### src/hw/adcsq_map.svh
// Constants for the converter channel sequencer.
`ifndef ADCSQ_MAP_SVH
`define ADCSQ_MAP_SVH
`define ADCSQ_LEN_ONE        4'h1
`define ADCSQ_LEN_FOUR       4'h4
`define ADCSQ_LEN_EIGHT      4'h8
`define ADCSQ_SPC_REF_HIGH   3'h4
`define ADCSQ_SPC_REF_LOW    3'h5
`define ADCSQ_SPC_REF_MID    3'h6
`define ADCSQ_CODE_REF_HIGH  8'hFF
`define ADCSQ_CODE_REF_LOW   8'h00
`define ADCSQ_CODE_REF_MID   8'h7F
`define ADCSQ_CHAN_RST       3'h0
`define ADCSQ_POS_RST        3'h0
`define ADCSQ_FLAGS_RST      8'h00
`endif

### src/hw/adcsq_pkg.sv
// Types for the converter channel sequencer.
package adcsq_pkg;
  typedef enum logic [1:0] {
    ADCSQ_IDLE,
    ADCSQ_CONV,
    ADCSQ_WAIT
  } adcsq_state_t;
endpackage

### src/hw/adcsq_sequencer.sv
// Channel sequencer of the analog-to-digital converter.
// Notes on behaviour
// - Multi-channel off: every conversion of the sequence uses the coded channel.
// - Multi-channel on: start at coded channel, step by one per conversion.
// - Channel code wraps from its maximum back to its minimum.
// - Special mode off converts external inputs; on converts an internal source.
// - Special codes: 100 high ref, 101 low ref, 110 midpoint; others reserved.
// - At 8-bit resolution high, low, mid give FF, 00, 7F.
// - External code is a binary index selecting one of eight inputs.
// - Four-long scan fills results 0..3 with consecutive channels, wrapping.
// - Eight-long scan fills results 0..7 with consecutive channels, modulo eight.
// - Single-channel mode repeats the one selected channel four or eight times.
// - Eight-bit clear, single-bit set: one conversion of selected channel, repeated while scan_enable_i is high.
// - A control write aborts the running sequence and starts a new one.
// - Length: 00 gives 4, 01 gives 1, 1x gives 8.
// - Result-ready flag n sets when conversion n lands in result n.
`timescale 1ns/10ps
`default_nettype none
`include "adcsq_map.svh"
module adcsq_sequencer #(
  parameter int unsigned NUM_POS = 8
) (
  input  wire logic         core_clk_i,
  input  wire logic         rst_i,
  input  wire logic         ctl_write_i,
  input  wire logic         multi_channel_enable_i,
  input  wire logic         special_channel_enable_i,
  input  wire logic         chan_sel_bit2_i,
  input  wire logic         chan_sel_bit1_i,
  input  wire logic         chan_sel_bit0_i,
  input  wire logic         eight_length_bit_i,
  input  wire logic         single_length_bit_i,
  input  wire logic         scan_enable_i,
  input  wire logic         conv_done_i,
  output logic              conv_start_o,
  output logic              special_sel_o,
  output logic [2:0]        chan_index_o,
  output logic [7:0]        input_select_o,
  output logic [2:0]        special_code_o,
  output logic [7:0]        expected_code_o,
  output logic              special_valid_o,
  output logic [2:0]        result_reg_n_o,
  output logic [NUM_POS-1:0] result_ready_flag_o,
  output logic              sequence_done_flag_o,
  output logic              busy_o
);

  adcsq_pkg::adcsq_state_t state_q;
  logic [2:0] start_code_q;
  logic       multi_channel_enable_q;
  logic       spc_q;
  logic [3:0] len_q;
  logic [3:0] len_d;
  logic [2:0] code_in;
  logic       last_pos;
  logic [2:0] chan_cur;
  logic [7:0] sel_onehot;
  logic       spc_def;
  logic [7:0] exp_code;

  assign code_in = {chan_sel_bit2_i, chan_sel_bit1_i, chan_sel_bit0_i};

  // Length decode; eight wins over the single-length bit.
  always_comb begin
    if (eight_length_bit_i) begin
      len_d = `ADCSQ_LEN_EIGHT;
    end else if (single_length_bit_i) begin
      len_d = `ADCSQ_LEN_ONE;
    end else begin
      len_d = `ADCSQ_LEN_FOUR;
    end
  end

  assign last_pos = ({1'b0, result_reg_n_o} == (len_q - 4'h1));

  // Settings other than scan_enable_i are latched on the write so later pin changes wait for a rewrite.
  always_ff @(posedge core_clk_i or posedge rst_i) begin
    if (rst_i) begin
      start_code_q <= `ADCSQ_CHAN_RST;
      multi_channel_enable_q       <= 1'b0;
      spc_q        <= 1'b0;
      len_q        <= `ADCSQ_LEN_FOUR;
    end else if (ctl_write_i) begin
      start_code_q <= code_in;
      multi_channel_enable_q       <= multi_channel_enable_i;
      spc_q        <= special_channel_enable_i;
      len_q        <= len_d;
    end
  end

  // Sequence state machine; a write overrides everything in flight.
  always_ff @(posedge core_clk_i or posedge rst_i) begin
    if (rst_i) begin
      state_q <= adcsq_pkg::ADCSQ_IDLE;
    end else if (ctl_write_i) begin
      state_q <= adcsq_pkg::ADCSQ_CONV;
    end else begin
      case (state_q)
        adcsq_pkg::ADCSQ_IDLE: begin
          state_q <= adcsq_pkg::ADCSQ_IDLE;
        end
        adcsq_pkg::ADCSQ_CONV: begin
          state_q <= adcsq_pkg::ADCSQ_WAIT;
        end
        adcsq_pkg::ADCSQ_WAIT: begin
          if (conv_done_i) begin
            if (last_pos && !scan_enable_i) begin
              state_q <= adcsq_pkg::ADCSQ_IDLE;
            end else begin
              state_q <= adcsq_pkg::ADCSQ_CONV;
            end
          end
        end
        default: begin
          state_q <= adcsq_pkg::ADCSQ_IDLE;
        end
      endcase
    end
  end

  // Position counter also names the result register being filled.
  always_ff @(posedge core_clk_i or posedge rst_i) begin
    if (rst_i) begin
      result_reg_n_o <= `ADCSQ_POS_RST;
    end else if (ctl_write_i) begin
      result_reg_n_o <= `ADCSQ_POS_RST;
    end else if (state_q == adcsq_pkg::ADCSQ_WAIT && conv_done_i) begin
      if (last_pos) begin
        result_reg_n_o <= `ADCSQ_POS_RST;
      end else begin
        result_reg_n_o <= result_reg_n_o + 3'h1;
      end
    end
  end

  // Channel counter: natural 3-bit overflow gives the wrap to zero.
  always_ff @(posedge core_clk_i or posedge rst_i) begin
    if (rst_i) begin
      chan_cur <= `ADCSQ_CHAN_RST;
    end else if (ctl_write_i) begin
      chan_cur <= code_in;
    end else if (state_q == adcsq_pkg::ADCSQ_WAIT && conv_done_i) begin
      if (last_pos) begin
        chan_cur <= start_code_q;
      end else if (multi_channel_enable_q) begin
        chan_cur <= chan_cur + 3'h1;
      end else begin
        chan_cur <= start_code_q;
      end
    end
  end

  // Decode of the current channel into a source selection.
  always_comb begin
    sel_onehot = 8'h00;
    spc_def    = 1'b0;
    exp_code   = `ADCSQ_CODE_REF_LOW;
    if (!spc_q) begin
      sel_onehot[chan_cur] = 1'b1;
    end else begin
      case (chan_cur)
        `ADCSQ_SPC_REF_HIGH: begin
          spc_def  = 1'b1;
          exp_code = `ADCSQ_CODE_REF_HIGH;
        end
        `ADCSQ_SPC_REF_LOW: begin
          spc_def  = 1'b1;
          exp_code = `ADCSQ_CODE_REF_LOW;
        end
        `ADCSQ_SPC_REF_MID: begin
          spc_def  = 1'b1;
          exp_code = `ADCSQ_CODE_REF_MID;
        end
        default: begin
          spc_def  = 1'b0;
          exp_code = `ADCSQ_CODE_REF_LOW;
        end
      endcase
    end
  end

  // Registered outputs toward the analog machine.
  always_ff @(posedge core_clk_i or posedge rst_i) begin
    if (rst_i) begin
      conv_start_o    <= 1'b0;
      chan_index_o    <= `ADCSQ_CHAN_RST;
      special_sel_o   <= 1'b0;
      input_select_o  <= 8'h00;
      special_code_o  <= `ADCSQ_CHAN_RST;
      expected_code_o <= `ADCSQ_CODE_REF_LOW;
      special_valid_o <= 1'b0;
      busy_o          <= 1'b0;
    end else begin
      conv_start_o    <= (state_q == adcsq_pkg::ADCSQ_CONV) && !ctl_write_i;
      chan_index_o    <= chan_cur;
      special_sel_o   <= spc_q;
      input_select_o  <= sel_onehot;
      special_code_o  <= spc_q ? chan_cur : `ADCSQ_CHAN_RST;
      expected_code_o <= exp_code;
      special_valid_o <= spc_def;
      busy_o          <= ctl_write_i || (state_q != adcsq_pkg::ADCSQ_IDLE);
    end
  end

  // Flags: a control write clears them; a done in the same cycle is dropped
  // because that conversion belonged to the aborted sequence.
  generate
    for (genvar i = 0; i < NUM_POS; i++) begin : g_flag
      always_ff @(posedge core_clk_i or posedge rst_i) begin
        if (rst_i) begin
          result_ready_flag_o[i] <= 1'b0;
        end else if (ctl_write_i) begin
          result_ready_flag_o[i] <= 1'b0;
        end else if (state_q == adcsq_pkg::ADCSQ_WAIT && conv_done_i &&
                     result_reg_n_o == 3'(i)) begin
          result_ready_flag_o[i] <= 1'b1;
        end
      end
    end
  endgenerate

  always_ff @(posedge core_clk_i or posedge rst_i) begin
    if (rst_i) begin
      sequence_done_flag_o <= 1'b0;
    end else if (ctl_write_i) begin
      sequence_done_flag_o <= 1'b0;
    end else if (state_q == adcsq_pkg::ADCSQ_WAIT && conv_done_i && last_pos) begin
      sequence_done_flag_o <= 1'b1;
    end
  end

  AST_WRITE_STARTS: assert property (@(posedge core_clk_i) disable iff (rst_i)
    ctl_write_i ##1 !ctl_write_i |=> conv_start_o && result_reg_n_o == 3'h0)
    else $error("Control write did not start a fresh sequence.");

  AST_FIRST_CHAN: assert property (@(posedge core_clk_i) disable iff (rst_i)
    ctl_write_i |=> chan_cur == $past(code_in))
    else $error("Channel counter not loaded from code.");

  AST_MULTI_STEP: assert property (@(posedge core_clk_i) disable iff (rst_i)
    state_q == adcsq_pkg::ADCSQ_WAIT && conv_done_i && multi_channel_enable_q && !last_pos && !ctl_write_i
    |=> chan_cur == $past(chan_cur) + 3'h1)
    else $error("Multi-channel step did not advance modulo eight.");

  AST_SINGLE_HOLD: assert property (@(posedge core_clk_i) disable iff (rst_i)
    !multi_channel_enable_q && !ctl_write_i && state_q != adcsq_pkg::ADCSQ_IDLE |-> chan_cur == start_code_q)
    else $error("Single-channel sequence changed channel.");

  AST_LEN_DECODE: assert property (@(posedge core_clk_i) disable iff (rst_i)
    ctl_write_i && !eight_length_bit_i && !single_length_bit_i |=> len_q == 4'h4)
    else $error("Length decode wrong for four conversions.");

  AST_LEN_ONE: assert property (@(posedge core_clk_i) disable iff (rst_i)
    len_q == 4'h1 |-> result_reg_n_o == 3'h0)
    else $error("Single-conversion sequence moved past position zero.");

  AST_FLAG_SET: assert property (@(posedge core_clk_i) disable iff (rst_i)
    state_q == adcsq_pkg::ADCSQ_WAIT && conv_done_i && !ctl_write_i
    |=> result_ready_flag_o[$past(result_reg_n_o)])
    else $error("Result-ready flag not set for finished position.");

  AST_SPECIAL_CODE: assert property (@(posedge core_clk_i) disable iff (rst_i)
    spc_q && chan_cur == 3'h6 |=> expected_code_o == 8'h7F && special_valid_o)
    else $error("Midpoint special channel gave wrong expected code.");

  AST_EXT_SELECT: assert property (@(posedge core_clk_i) disable iff (rst_i)
    !spc_q |=> input_select_o == (8'h01 << $past(chan_cur)))
    else $error("External input select does not match channel index.");

  AST_FLAG_CLEAR: assert property (@(posedge core_clk_i) disable iff (rst_i)
    ctl_write_i |=> result_ready_flag_o == '0 && !sequence_done_flag_o)
    else $error("Control write did not clear the completion flags.");

  AST_POS_STEP: assert property (@(posedge core_clk_i) disable iff (rst_i)
    state_q == adcsq_pkg::ADCSQ_WAIT && conv_done_i && !ctl_write_i && !last_pos
    |=> result_reg_n_o == $past(result_reg_n_o) + 3'h1)
    else $error("Result position did not advance by one.");

  AST_LEN_EIGHT: assert property (@(posedge core_clk_i) disable iff (rst_i)
    ctl_write_i && eight_length_bit_i |=> len_q == 4'h8)
    else $error("Length decode wrong for eight conversions.");

  AST_LEN_SINGLE: assert property (@(posedge core_clk_i) disable iff (rst_i)
    ctl_write_i && !eight_length_bit_i && single_length_bit_i |=> len_q == 4'h1)
    else $error("Length decode wrong for one conversion.");

  AST_SPC_HIGH: assert property (@(posedge core_clk_i) disable iff (rst_i)
    spc_q && chan_cur == 3'h4 |=> expected_code_o == 8'hFF && special_valid_o)
    else $error("High reference special channel gave wrong expected code.");

  AST_SPC_LOW: assert property (@(posedge core_clk_i) disable iff (rst_i)
    spc_q && chan_cur == 3'h5 |=> expected_code_o == 8'h00 && special_valid_o)
    else $error("Low reference special channel gave wrong expected code.");

  AST_SPC_RESERVED: assert property (@(posedge core_clk_i) disable iff (rst_i)
    spc_q && (!chan_cur[2] || chan_cur == 3'h7) |=> !special_valid_o && input_select_o == 8'h00)
    else $error("Reserved special code was treated as a defined source.");

endmodule
`default_nettype wire

### config.mk
export PLATFORM = sky130hd
export DESIGN_NAME = adcsq_sequencer
export DESIGN_NICKNAME = d
export VERILOG_FILES = /design/src/hw/adcsq_pkg.sv /design/src/hw/adcsq_sequencer.sv
export VERILOG_INCLUDE_DIRS = /design/src /design/src/hw
export SDC_FILE = /design/constraint.sdc
export NUM_CORES = 1
export LEC_CHECK = 0
export CORE_MARGIN = 4
export CORE_UTILIZATION = 61
export CTS_CLUSTER_SIZE = 28
export DETAILED_ROUTE_END_ITERATION = 16
export DONT_BUFFER_PORTS = 1
export PLACE_DENSITY = 0.77
export REMOVE_ABC_BUFFERS = 1
export SLEW_MARGIN = 30
export SYNTH_ARGS = -nofsm -noshare
export SYNTH_HDL_FRONTEND = slang
export SYNTH_SLANG_ARGS = --single-unit
### constraint.sdc
create_clock -name core_clk_i -period 2.3 [get_ports core_clk_i]
set_input_delay 0.115 -clock core_clk_i [delete_from_list [all_inputs] [get_ports core_clk_i]]
set_output_delay 0.115 -clock core_clk_i [all_outputs]
set_load 0.02 [all_outputs]
Yosys cells after proc, flatten, opt, wreduce, memory -nomap -nowiden

Index checks and enable logic that the tools add are counted.

Add/subtract/negate cells: 3
Magnitude comparators: 2
Equality and inequality tests: 14
Multiplexer cells: 39
Reduce and logical (&&, ||, !) cells: 29

Operators by type and width:

| operator              | count |
|---|---|
| $mux W3               | 9 |
| $mux W1               | 22 |
| $reduce_bool A2 Y1    | 11 |
| $eq A3 B3 Y1 const B  | 7 |
| $mux W8               | 2 |
| $pmux W8 S2           | 1 |
| $logic_and A1 B1 Y1   | 13 |
| $add A3 B1 Y3 const B | 2 |
| $eq A3 B2 Y1 const B  | 2 |
| $eq A3 B4 Y1          | 1 |
| $lt A3 B4 Y1 const B  | 1 |
| $mux W2               | 2 |
| $mux W4               | 1 |
| $pmux W2 S2           | 1 |
| $sub A4 B1 Y4 const B | 1 |
| $demux W1 S3          | 1 |
| $eq A3 B1 Y1 const B  | 1 |
| $ge A3 B1 Y1 const B  | 1 |
| $logic_not A3 Y1      | 1 |
| $ne A3 B3 Y1 const B  | 1 |
| $reduce_or A3 Y1      | 1 |
| $eq A2 B1 Y1 const B  | 1 |
| $eq A2 B2 Y1 const B  | 1 |
| $logic_not A1 Y1      | 2 |
| $logic_or A1 B1 Y1    | 1 |

Register bits after elaboration: 52
Bits of input ports: 12
Output and inout bits: 38
Logic and storage cells: 111

Logic depth before layout (Yosys ltp)

Gate-level depths: netlist of the first run.

Depth in word-level cells: 7
Gate-level depth with buffers: 7
Mapped depth without buffers: 6

Worst setup path before layout of the first run

No wires, ideal clock.

Path type: reg2reg
Start point: register len_q[2]
End point: register chan_cur[2]
Library setup time: 92 ps
Data arrival time: 1515 ps
Required time: 2208 ps
Slack: 693 ps
Stages on the path, launching flop included: 8
Buffers on the path: 1
Period minus slack after synthesis: 1607 ps
Cell sequence: dfstp_2 inv_1 ha_1 xor2_2 o211ai_2 buf_6 and3_1 o31ai_2

Longest elaborated chain between the ends: 5

RTL lines:

| element                  | RTL line               | text |
|---|---|---|
| start: declaration       | adcsq_sequencer.sv:52  | `logic [3:0] len_q;` |
| start signal: assignment | adcsq_sequencer.sv:82  | `` len_q <= `ADCSQ_LEN_FOUR; `` |
| start signal: assignment | adcsq_sequencer.sv:87  | `len_q <= len_d;` |
| $sub A4 B1 Y4            | adcsq_sequencer.sv:74  | `assign last_pos = ({1'b0, result_reg_n_o} == (len_q - 4'h1));` |
| $eq A3 B4 Y1             | adcsq_sequencer.sv:74  |  |
| $mux W3                  | adcsq_sequencer.sv:143 | `if (last_pos) begin` |
| $mux W3                  | adcsq_sequencer.sv:142 | `end else if (state_q == adcsq_pkg::ADCSQ_WAIT && conv_done_i) begin` |
| $mux W3                  | adcsq_sequencer.sv:140 | `end else if (ctl_write_i) begin` |
| end signal: assignment   | adcsq_sequencer.sv:139 | `` chan_cur <= `ADCSQ_CHAN_RST; `` |
| end signal: assignment   | adcsq_sequencer.sv:141 | `chan_cur <= code_in;` |
| end signal: assignment   | adcsq_sequencer.sv:144 | `chan_cur <= start_code_q;` |
| end: declaration         | adcsq_sequencer.sv:56  | `logic [2:0] chan_cur;` |

Every way passes these cells. The select of a mux whose other input is x is not followed.
A chain may end at the register's enable or synchronous reset.

Worst setup path in the final report of the first run

Start point: register len_q[2]
End point: register chan_cur[0]

The elaborated chain is that of the path after synthesis.

==> results.py, run 1 <==
metrics = {
    "synthesis": {
        "post_synth_num_cell_types": 40,
        "yosys_warnings": 0,
        "part_of_the_yosys_area_used_for_sequential_elements_pct": 57.6,
        "syn_avg_cell_area_um2": 11.6,
        "top_cell_types_by_occurrence_after_synthesis": "dfrtp_1, nor2_1, ha_1, inv_1, a21oi_1",
        "synth_most_common_cell": "dfrtp_1",
        "ys_seq_elements": 45,
        "synth-main-ff-cell": "dfrtp_1",
        "post_synth_instance_area_mm2": 0.00196,
        "synth_edf_count": 0,
        "netlist.area_leader.share_pct": 56.2,
        "asyncSetResetFlopFracSynth_pct": 100,
        "syn-instance-count": 169,
        "top_cell_type_by_total_area_after_synthesis": "dfrtp_1",
        "largest_cells_by_area_after_synthesis": "dfrtp_1, ha_1, nor2_1",
    },
    "global_route": {
        "global_route.usage.total_pct": 19.7,
        "grt_start_max_net_pins": 34,
        "grt_overflow_total": 0,
        "grt_first_pass_wirelength_mm": 6.23,
        "grt_antenna_before_repair": 0,
        "number_of_global_route_vias_before_repair": 1283,
    },
    "floorplanning": {
        "die_width_um": 64.7,
        "start_util_pct": 64.1,
        "die_area_mm2": 0.00418,
        "placement_rows": 20,
        "io_pins": 50,
        "die_span_in_y_um": 64.7,
        "core_mm2": 0.00305,
    },
    "setup_path": {
        "critical_path_class": "reg -> reg",
        "crit_required_ns": 2.56,
        "r2r_cells": 6,
        "crit_path_top_delay_cell": "dfstp_2",
        "end_kind": "flip-flop",
        "worstSetupEndpoint": "chan_cur[0]",
        "critical_path_peak_fanout": 11,
        "timing.rr.end": "chan_cur[0]",
        "max_stage_delay_ns": 0.54,
        "critical_path.startpoint_type": "flip-flop",
        "cpLargestDelayFamily": "flip-flops",
        "timing.critical_path.depth": 6,
        "timing.critical_path.arrival_ns": 2.16,
        "crit_start": "len_q[2]",
        "path_cells": "inv_1 > ha_1 > xor2_2 > o211ai_2 > and3_1 > o311ai_2",
        "ff_to_ff_setup_slack_ns": 0.40,
        "worstReg2RegStart": "len_q[2]",
        "critical_path_buf_inv_count": 1,
    },
    "clock_network": {
        "cts-htree-levels": 2,
        "numClockSinks": 45,
        "clk_root_buffer_cell": "clkbuf_4",
        "clk_latency_ns": 0.35,
        "number_of_buffers_added_for_setup_after_cts": 0,
        "cts_tree": "yes",
        "path_clk_slew_ns": 0.12,
        "cts_hold_buf": 12,
        "cts_repair_resize_count": 0,
        "ctsLongestPathBuffers": 2,
        "tritoncts.num_buffers": 5,
    },
    "timing": {
        "grt_setup_unrepaired": "no",
        "hold_viol": 0,
        "max_slew.worst_pin.slew_ns": 0.558,
        "period_needed_ns": 1.90,
        "drv_slew": 0,
        "setup_total_negative_slack_ns": 0,
        "report.final.setup_viol": 0,
        "fmax_ghz": 0.528,
        "period_share_pct": 82.4,
        "setup_skew_after_layout_ns": 0.00708,
        "worst_slew_margin_rel_pct": 62.8,
    },
    "cells_and_area": {
        "design.final.nets": 199,
        "n_antenna_cell": 0,
        "layout_filler_cell_count": 244,
        "syn2layout_area_growth_pct": 7.41,
        "post_route_cells_drive_above_1_share_pct": 13.0,
    },
    "drt": {
        "drt-wirelength-per-cell_um": 16.1,
        "wl_mm": 3.56,
        "vias": 1232,
        "drt_drc_violations_left": 0,
        "drt-pass1-iter-count": 4,
        "detail_route.vias_per_cell": 5.57,
        "drtIter0Drc": 53,
        "detail-route-antenna-nets": 0,
    },
    "power_and_ir_drop": {
        "switching_power_mw": 0.406,
        "p_sw_share_pct": 28.3,
        "ir_drop_mv": 0.377,
        "finalPower_mw": 1.43,
        "power_frac_seq_pct": 64.0,
        "power_density_mw_per_mm2": 681,
        "power.share.combinational_pct": 11.3,
        "power.static_leakage_nw": 0.998,
        "cell_internal_pwr_mw": 1.03,
        "clkPwrFrac_pct": 24.6,
    },
    "placed_design": {
        "dp.final_hpwl_mm": 2.33,
        "io_buffers": 0,
        "gp_routability_congestion": 0.729,
    },
    "worst_hold_path": {
        "hold_path.class": "in -> reg",
    },
    "status": {
        "run_status": "complete, no violations",
    },
    "job": {
        "cap_violations": 0,
    },
}
==> stage by stage <==
step / std cells / setup WS (ns) / area, um2 / hold slack, ns / util, %
5_1_grt: 221 / 0.271 / 2100 / 0.0164 / 68.9
2_1_floorplan: 155 / 0.590 / 1870 / 0.178 / -
4_1_cts: 221 / 0.382 / 2110 / 0.0281 / 69.1
3_5_place_dp: 201 / 0.451 / 1940 / 0.0633 / 63.4
6_report: 221 / 0.405 / 2100 / 0.0296 / 68.9
3_3_place_gp: 201 / 0.521 / 1940 / 0.179 / 63.4
==> power groups by stage <==
stage / clock network (mW) / logic (mW) / registers (mW)
after floorplan: 0 / 0.102 / 0.936
after global placement: 0 / 0.133 / 0.933
after detailed placement: 0 / 0.139 / 0.935
after CTS: 0.362 / 0.165 / 0.919
after global routing: 0.401 / 0.184 / 0.926
final: 0.353 / 0.163 / 0.918
==> layout make-up <==
cell class	count	area [um2]	share of cell area (%)
clock inverters	2	10.0	0.476
repair buffers	14	130	6.19
multi-input cells	100	701	33.3
clock buffers	6	41.3	1.96
inverters	10	38.8	1.84
well taps	44	55.1	2.62
flip-flops and latches	45	1130	53.6
==> cells by family (layout without fill, tap and decap cells) <==
group | Yosys count | count (layout) | synth area share [%]
adder cells (fa/ha/maj) | 11 | 11 | 7.03
flip-flops | 45 | 45 | 57.6
buffers and inverters | 24 | 32 | 6.65
AND/OR/NAND/NOR | 54 | 54 | 13.8
AO/OA/AOI/OAI | 26 | 26 | 9.46
multiplexers | 6 | 6 | 3.39
XOR/XNOR | 3 | 3 | 2.11
==> sequential cells by signal, summed over array words and instances, names as in the netlist <==
name and flops:
input_select_o 8, result_ready_flag_o 8, chan_cur 3, chan_index_o 3, len_q 3, result_reg_n_o 3, special_code_o 3, start_code_q 3
expected_code_o 2, state_q 2, busy_o 1, conv_start_o 1, multi_channel_enable_q 1, sequence_done_flag_o 1, spc_q 1, special_sel_o 1
special_valid_o 1
==> how the worst min path moves through the flow <==
stage	from	end	slack [ns]	cells after the start
after detailed placement	rst_i	special_sel_o	0.06	1
after global routing	ctl_write_i	chan_cur[0]	0.02	2
after floorplan	ctl_write_i	result_reg_n_o[1]	0.18	1
after CTS	ctl_write_i	chan_cur[0]	0.03	2
final	ctl_write_i	chan_cur[0]	0.03	2
after global placement	rst_i	special_sel_o	0.18	1
==> cell usage in the layout (no fill, tap or decap), drive strengths merged, types with 2 or more instances in the layout <==
cell / n
a21o: 2
nor3b: 2
nand2b: 3
o21ai: 3
or3: 2
dfrtp: 44
nor2: 22
a31oi: 3
ha: 11
clkinv: 3
a21oi: 9
clkbuf: 6
buf: 3
dlygate4sd3: 11
mux2: 5
xnor2: 2
nand2: 7
a22oi: 3
inv: 9
and3b: 2
and3: 3
nand3: 2
and2: 3
nor3: 4
==> worst reg2reg max path, stage by stage (launching register included) <==
cell	delay (ns)
dfstp_2	0.54
inv_1	0.04
ha_1	0.30
xor2_2	0.16
o211ai_2	0.24
and3_1	0.28
o311ai_2	0.25
==> layer usage <==
metal,GRT usage [%],vias to the layer above,wire [um]
met5,0,-,0
met4,7.12,0,51
met3,7.63,7,301
met2,34.1,50,1870
met1,22.1,599,1340
li1,-,576,-
(Power assumes the default switching activity.)
==> run 2, diff against run 1 <==
--- a/config.mk
+++ b/config.mk
@@ -7,11 +7,11 @@
 export NUM_CORES = 1
 export LEC_CHECK = 0
 export CORE_MARGIN = 4
-export CORE_UTILIZATION = 61
+export CORE_UTILIZATION = 55
 export CTS_CLUSTER_SIZE = 28
 export DETAILED_ROUTE_END_ITERATION = 16
 export DONT_BUFFER_PORTS = 1
-export PLACE_DENSITY = 0.77
+export PLACE_DENSITY = 0.73
 export REMOVE_ABC_BUFFERS = 1
 export SLEW_MARGIN = 30
 export SYNTH_ARGS = -nofsm -noshare
==> constraint.sdc (replaced) <==
create_clock -name core_clk_i -period 1.6 [get_ports core_clk_i]
set_input_delay 0.08 -clock core_clk_i [delete_from_list [all_inputs] [get_ports core_clk_i]]
set_output_delay 0.08 -clock core_clk_i [all_outputs]
set_load 0.02 [all_outputs]
==> run 2 against run 1 <==
  * The run now ends with negative setup slack left
  * Critical endpoint unchanged
  * Die area is 9.5% higher
  * Setup slack worse by 0.48 ns
  * Global-route usage hardly changed
  * Sequential power is 44% higher
  * Power is 53% higher
  * Critical path type unchanged
==> results.py, run 2 (same netlist as run 1, synthesis figures left out) <==
metrics = {
    "timing": {
        "finalWorstSetupSlack_ns": -0.0707,
        "max_slew.worst_pin.slew_ns": 0.596,
        "worst_slew_margin_rel_pct": 60.1,
        "setup_skew_after_layout_ns": 0.0103,
        "grt_setup_unrepaired": "yes",
        "report.final.setup_viol": 4,
        "fmax_ghz": 0.599,
        "period_needed_ns": 1.67,
        "drv_slew": 0,
        "worst_hold_slack_ns": 0.0640,
        "hold_viol": 0,
        "period_share_pct": 104,
    },
    "power_and_ir_drop": {
        "finalPower_mw": 2.20,
        "power.static_leakage_nw": 1.09,
        "power_density_mw_per_mm2": 944,
        "power_frac_seq_pct": 59.9,
        "ir_drop_mv": 0.512,
        "power.share.combinational_pct": 14.0,
        "switching_power_mw": 0.657,
        "p_sw_share_pct": 29.9,
        "clkPwrFrac_pct": 26.1,
        "cell_internal_pwr_mw": 1.54,
    },
    "cells_and_area": {
        "design_area_mm2": 0.00233,
        "post_route_cells_drive_above_1_share_pct": 20.6,
        "n_antenna_cell": 0,
        "most_frequent_cells_in_the_layout": "dfrtp_1, nor2_1, dlygate4sd3_1",
        "layout_filler_cell_count": 258,
        "largest_registers": "input_select_o (8), result_ready_flag_o (8)",
        "design.final.nets": 216,
        "seqCellArea_mm2": 0.00113,
        "syn2layout_area_growth_pct": 19.0,
        "multi_input_area_um2": 746,
        "final_common_cell": "dfrtp_1",
    },
    "status": {
        "run_status": "complete, but fails checks",
        "violations": "negative setup slack",
    },
    "setup_path": {
        "worstSetupEndpoint": "chan_cur[0]",
        "max_stage_delay_ns": 0.55,
        "r2r_cells": 7,
        "crit_required_ns": 1.85,
        "timing.critical_path.arrival_ns": 1.92,
        "critical_path_class": "reg -> reg",
        "critical_path_peak_fanout": 5,
        "ff_to_ff_setup_slack_ns": -0.07,
        "path_cells": "inv_2 > ha_4 > xor2_2 > o211ai_2 > buf_4 > a21oi_2 > o311ai_2",
        "worstReg2RegStart": "len_q[2]",
        "end_kind": "flip-flop",
        "crit_start": "len_q[2]",
        "critical_path.startpoint_type": "flip-flop",
        "crit_path_top_delay_cell": "dfstp_2",
        "timing.rr.end": "chan_cur[0]",
    },
    "clock_network": {
        "numClockSinks": 45,
        "clk_root_buffer_cell": "clkbuf_4",
        "path_clk_slew_ns": 0.14,
        "cts-htree-levels": 2,
        "ctsLongestPathBuffers": 2,
        "tritoncts.num_buffers": 5,
        "cts_tree": "yes",
        "clk_latency_ns": 0.36,
    },
    "floorplanning": {
        "start_util_pct": 57.8,
        "die_span_in_y_um": 67.7,
        "die_width_um": 67.7,
        "die_area_mm2": 0.00458,
        "placement_rows": 21,
        "core_mm2": 0.00339,
        "io_pins": 50,
    },
    "placed_design": {
        "dp.final_hpwl_mm": 2.47,
        "place_area_mm2": 0.00200,
        "gp_routability_congestion": 0.841,
        "io_buffers": 0,
        "dp_slack_ns": -0.108,
    },
    "worst_hold_path": {
        "hold_path.class": "in -> reg",
    },
    "global_route": {
        "grt.met3_usage_pct": 5.32,
        "use_met2_pct": 31.8,
        "global_route.usage.met1_pct": 24.5,
        "grt_antenna_before_repair": 0,
        "global_route.usage.total_pct": 19.7,
        "grt_first_pass_wirelength_mm": 6.53,
        "gr-max-usage-layer": "met2",
        "grt_start_max_net_pins": 24,
        "number_of_global_route_vias_before_repair": 1331,
        "grt_overflow_total": 0,
    },
    "drt": {
        "detail_route.vias_per_cell": 5.38,
        "vias": 1291,
        "drt-wirelength-per-cell_um": 16.4,
        "wl_mm": 3.93,
        "drt-pass1-iter-count": 4,
        "drtIter0Drc": 47,
        "detail-route-antenna-nets": 0,
        "drt_drc_violations_left": 0,
    },
    "job": {
        "cap_violations": 0,
    },
}
==> run 2: cell count changes in the layout (fill, tap and decap cells not counted), sizes merged <==
cell | previous run | this run
inv | 9 | 12
buf | 3 | 11
dlygate4sd3 | 11 | 20
clkinvlp | 0 | 1
clkinv | 3 | 0
clkbuf | 6 | 5
==> run 2: cell type report <==
type	count	area share, %
inverter	10	1.61
tap	46	2.47
multi-input combinational	100	32.0
clock buffer	5	1.61
timing repair buffer	31	12.8
sequential	45	48.4
clock inverter	3	1.07
==> run 2: routing by layer <==
layer / vias up / wire, um
met5: - / 0
met3: 10 / 253
li1: 606 / -
met4: 0 / 87
met2: 42 / 1930
met1: 633 / 1660
==> run 2: repair_timing <==
action	in CTS	in global routing
buffers inserted	1	1
resized for setup	6	5
setup endpoints to repair	8	8
hold buffers	20	0
pin swaps	6	3
gates cloned	0	0
hold endpoints to repair	71	0
==> run 2: critical path: cells and delay by family (launching register included) <==
family	cells	cell delay (ns)
flip-flops	1	0.55
AO/OA/AOI/OAI	3	0.39
adder cells (fa/ha/maj)	1	0.27
buffers and inverters	2	0.22
XOR/XNOR	1	0.15
==> run 2: through the flow <==
stage	instances	utilization [%]	setup TNS, ns
final	240	68.7	-0.190
after global routing	240	68.7	-0.696
after detailed placement	210	59.1	-0.500
after global placement	210	59.1	-0.118
after CTS	239	67.8	-0.171
after floorplan	155	-	-0.120
==> run 2: worst min-delay path by stage <==
stage | slack [ns] | cells past startpoint | end | startpoint
floorplan | 0.14 | 1 | result_reg_n_o[1] | ctl_write_i
global placement | -0.001 | 1 | state_q[1] | rst_i
detailed placement | 0.01 | 1 | conv_start_o | rst_i
CTS | 0.04 | 3 | chan_cur[2] | ctl_write_i
global route | 0.05 | 3 | chan_cur[2] | ctl_write_i
finish | 0.06 | 3 | chan_cur[2] | ctl_write_i
==> run 2: power by group through the flow <==
stage / sequential (mW) / clock, mW / combinational, mW
after CTS: 1.32 / 0.589 / 0.296
final: 1.32 / 0.575 / 0.307
after global placement: 1.33 / 0 / 0.213
after detailed placement: 1.34 / 0 / 0.224
after floorplan: 1.35 / 0 / 0.146
after global routing: 1.33 / 0.639 / 0.340
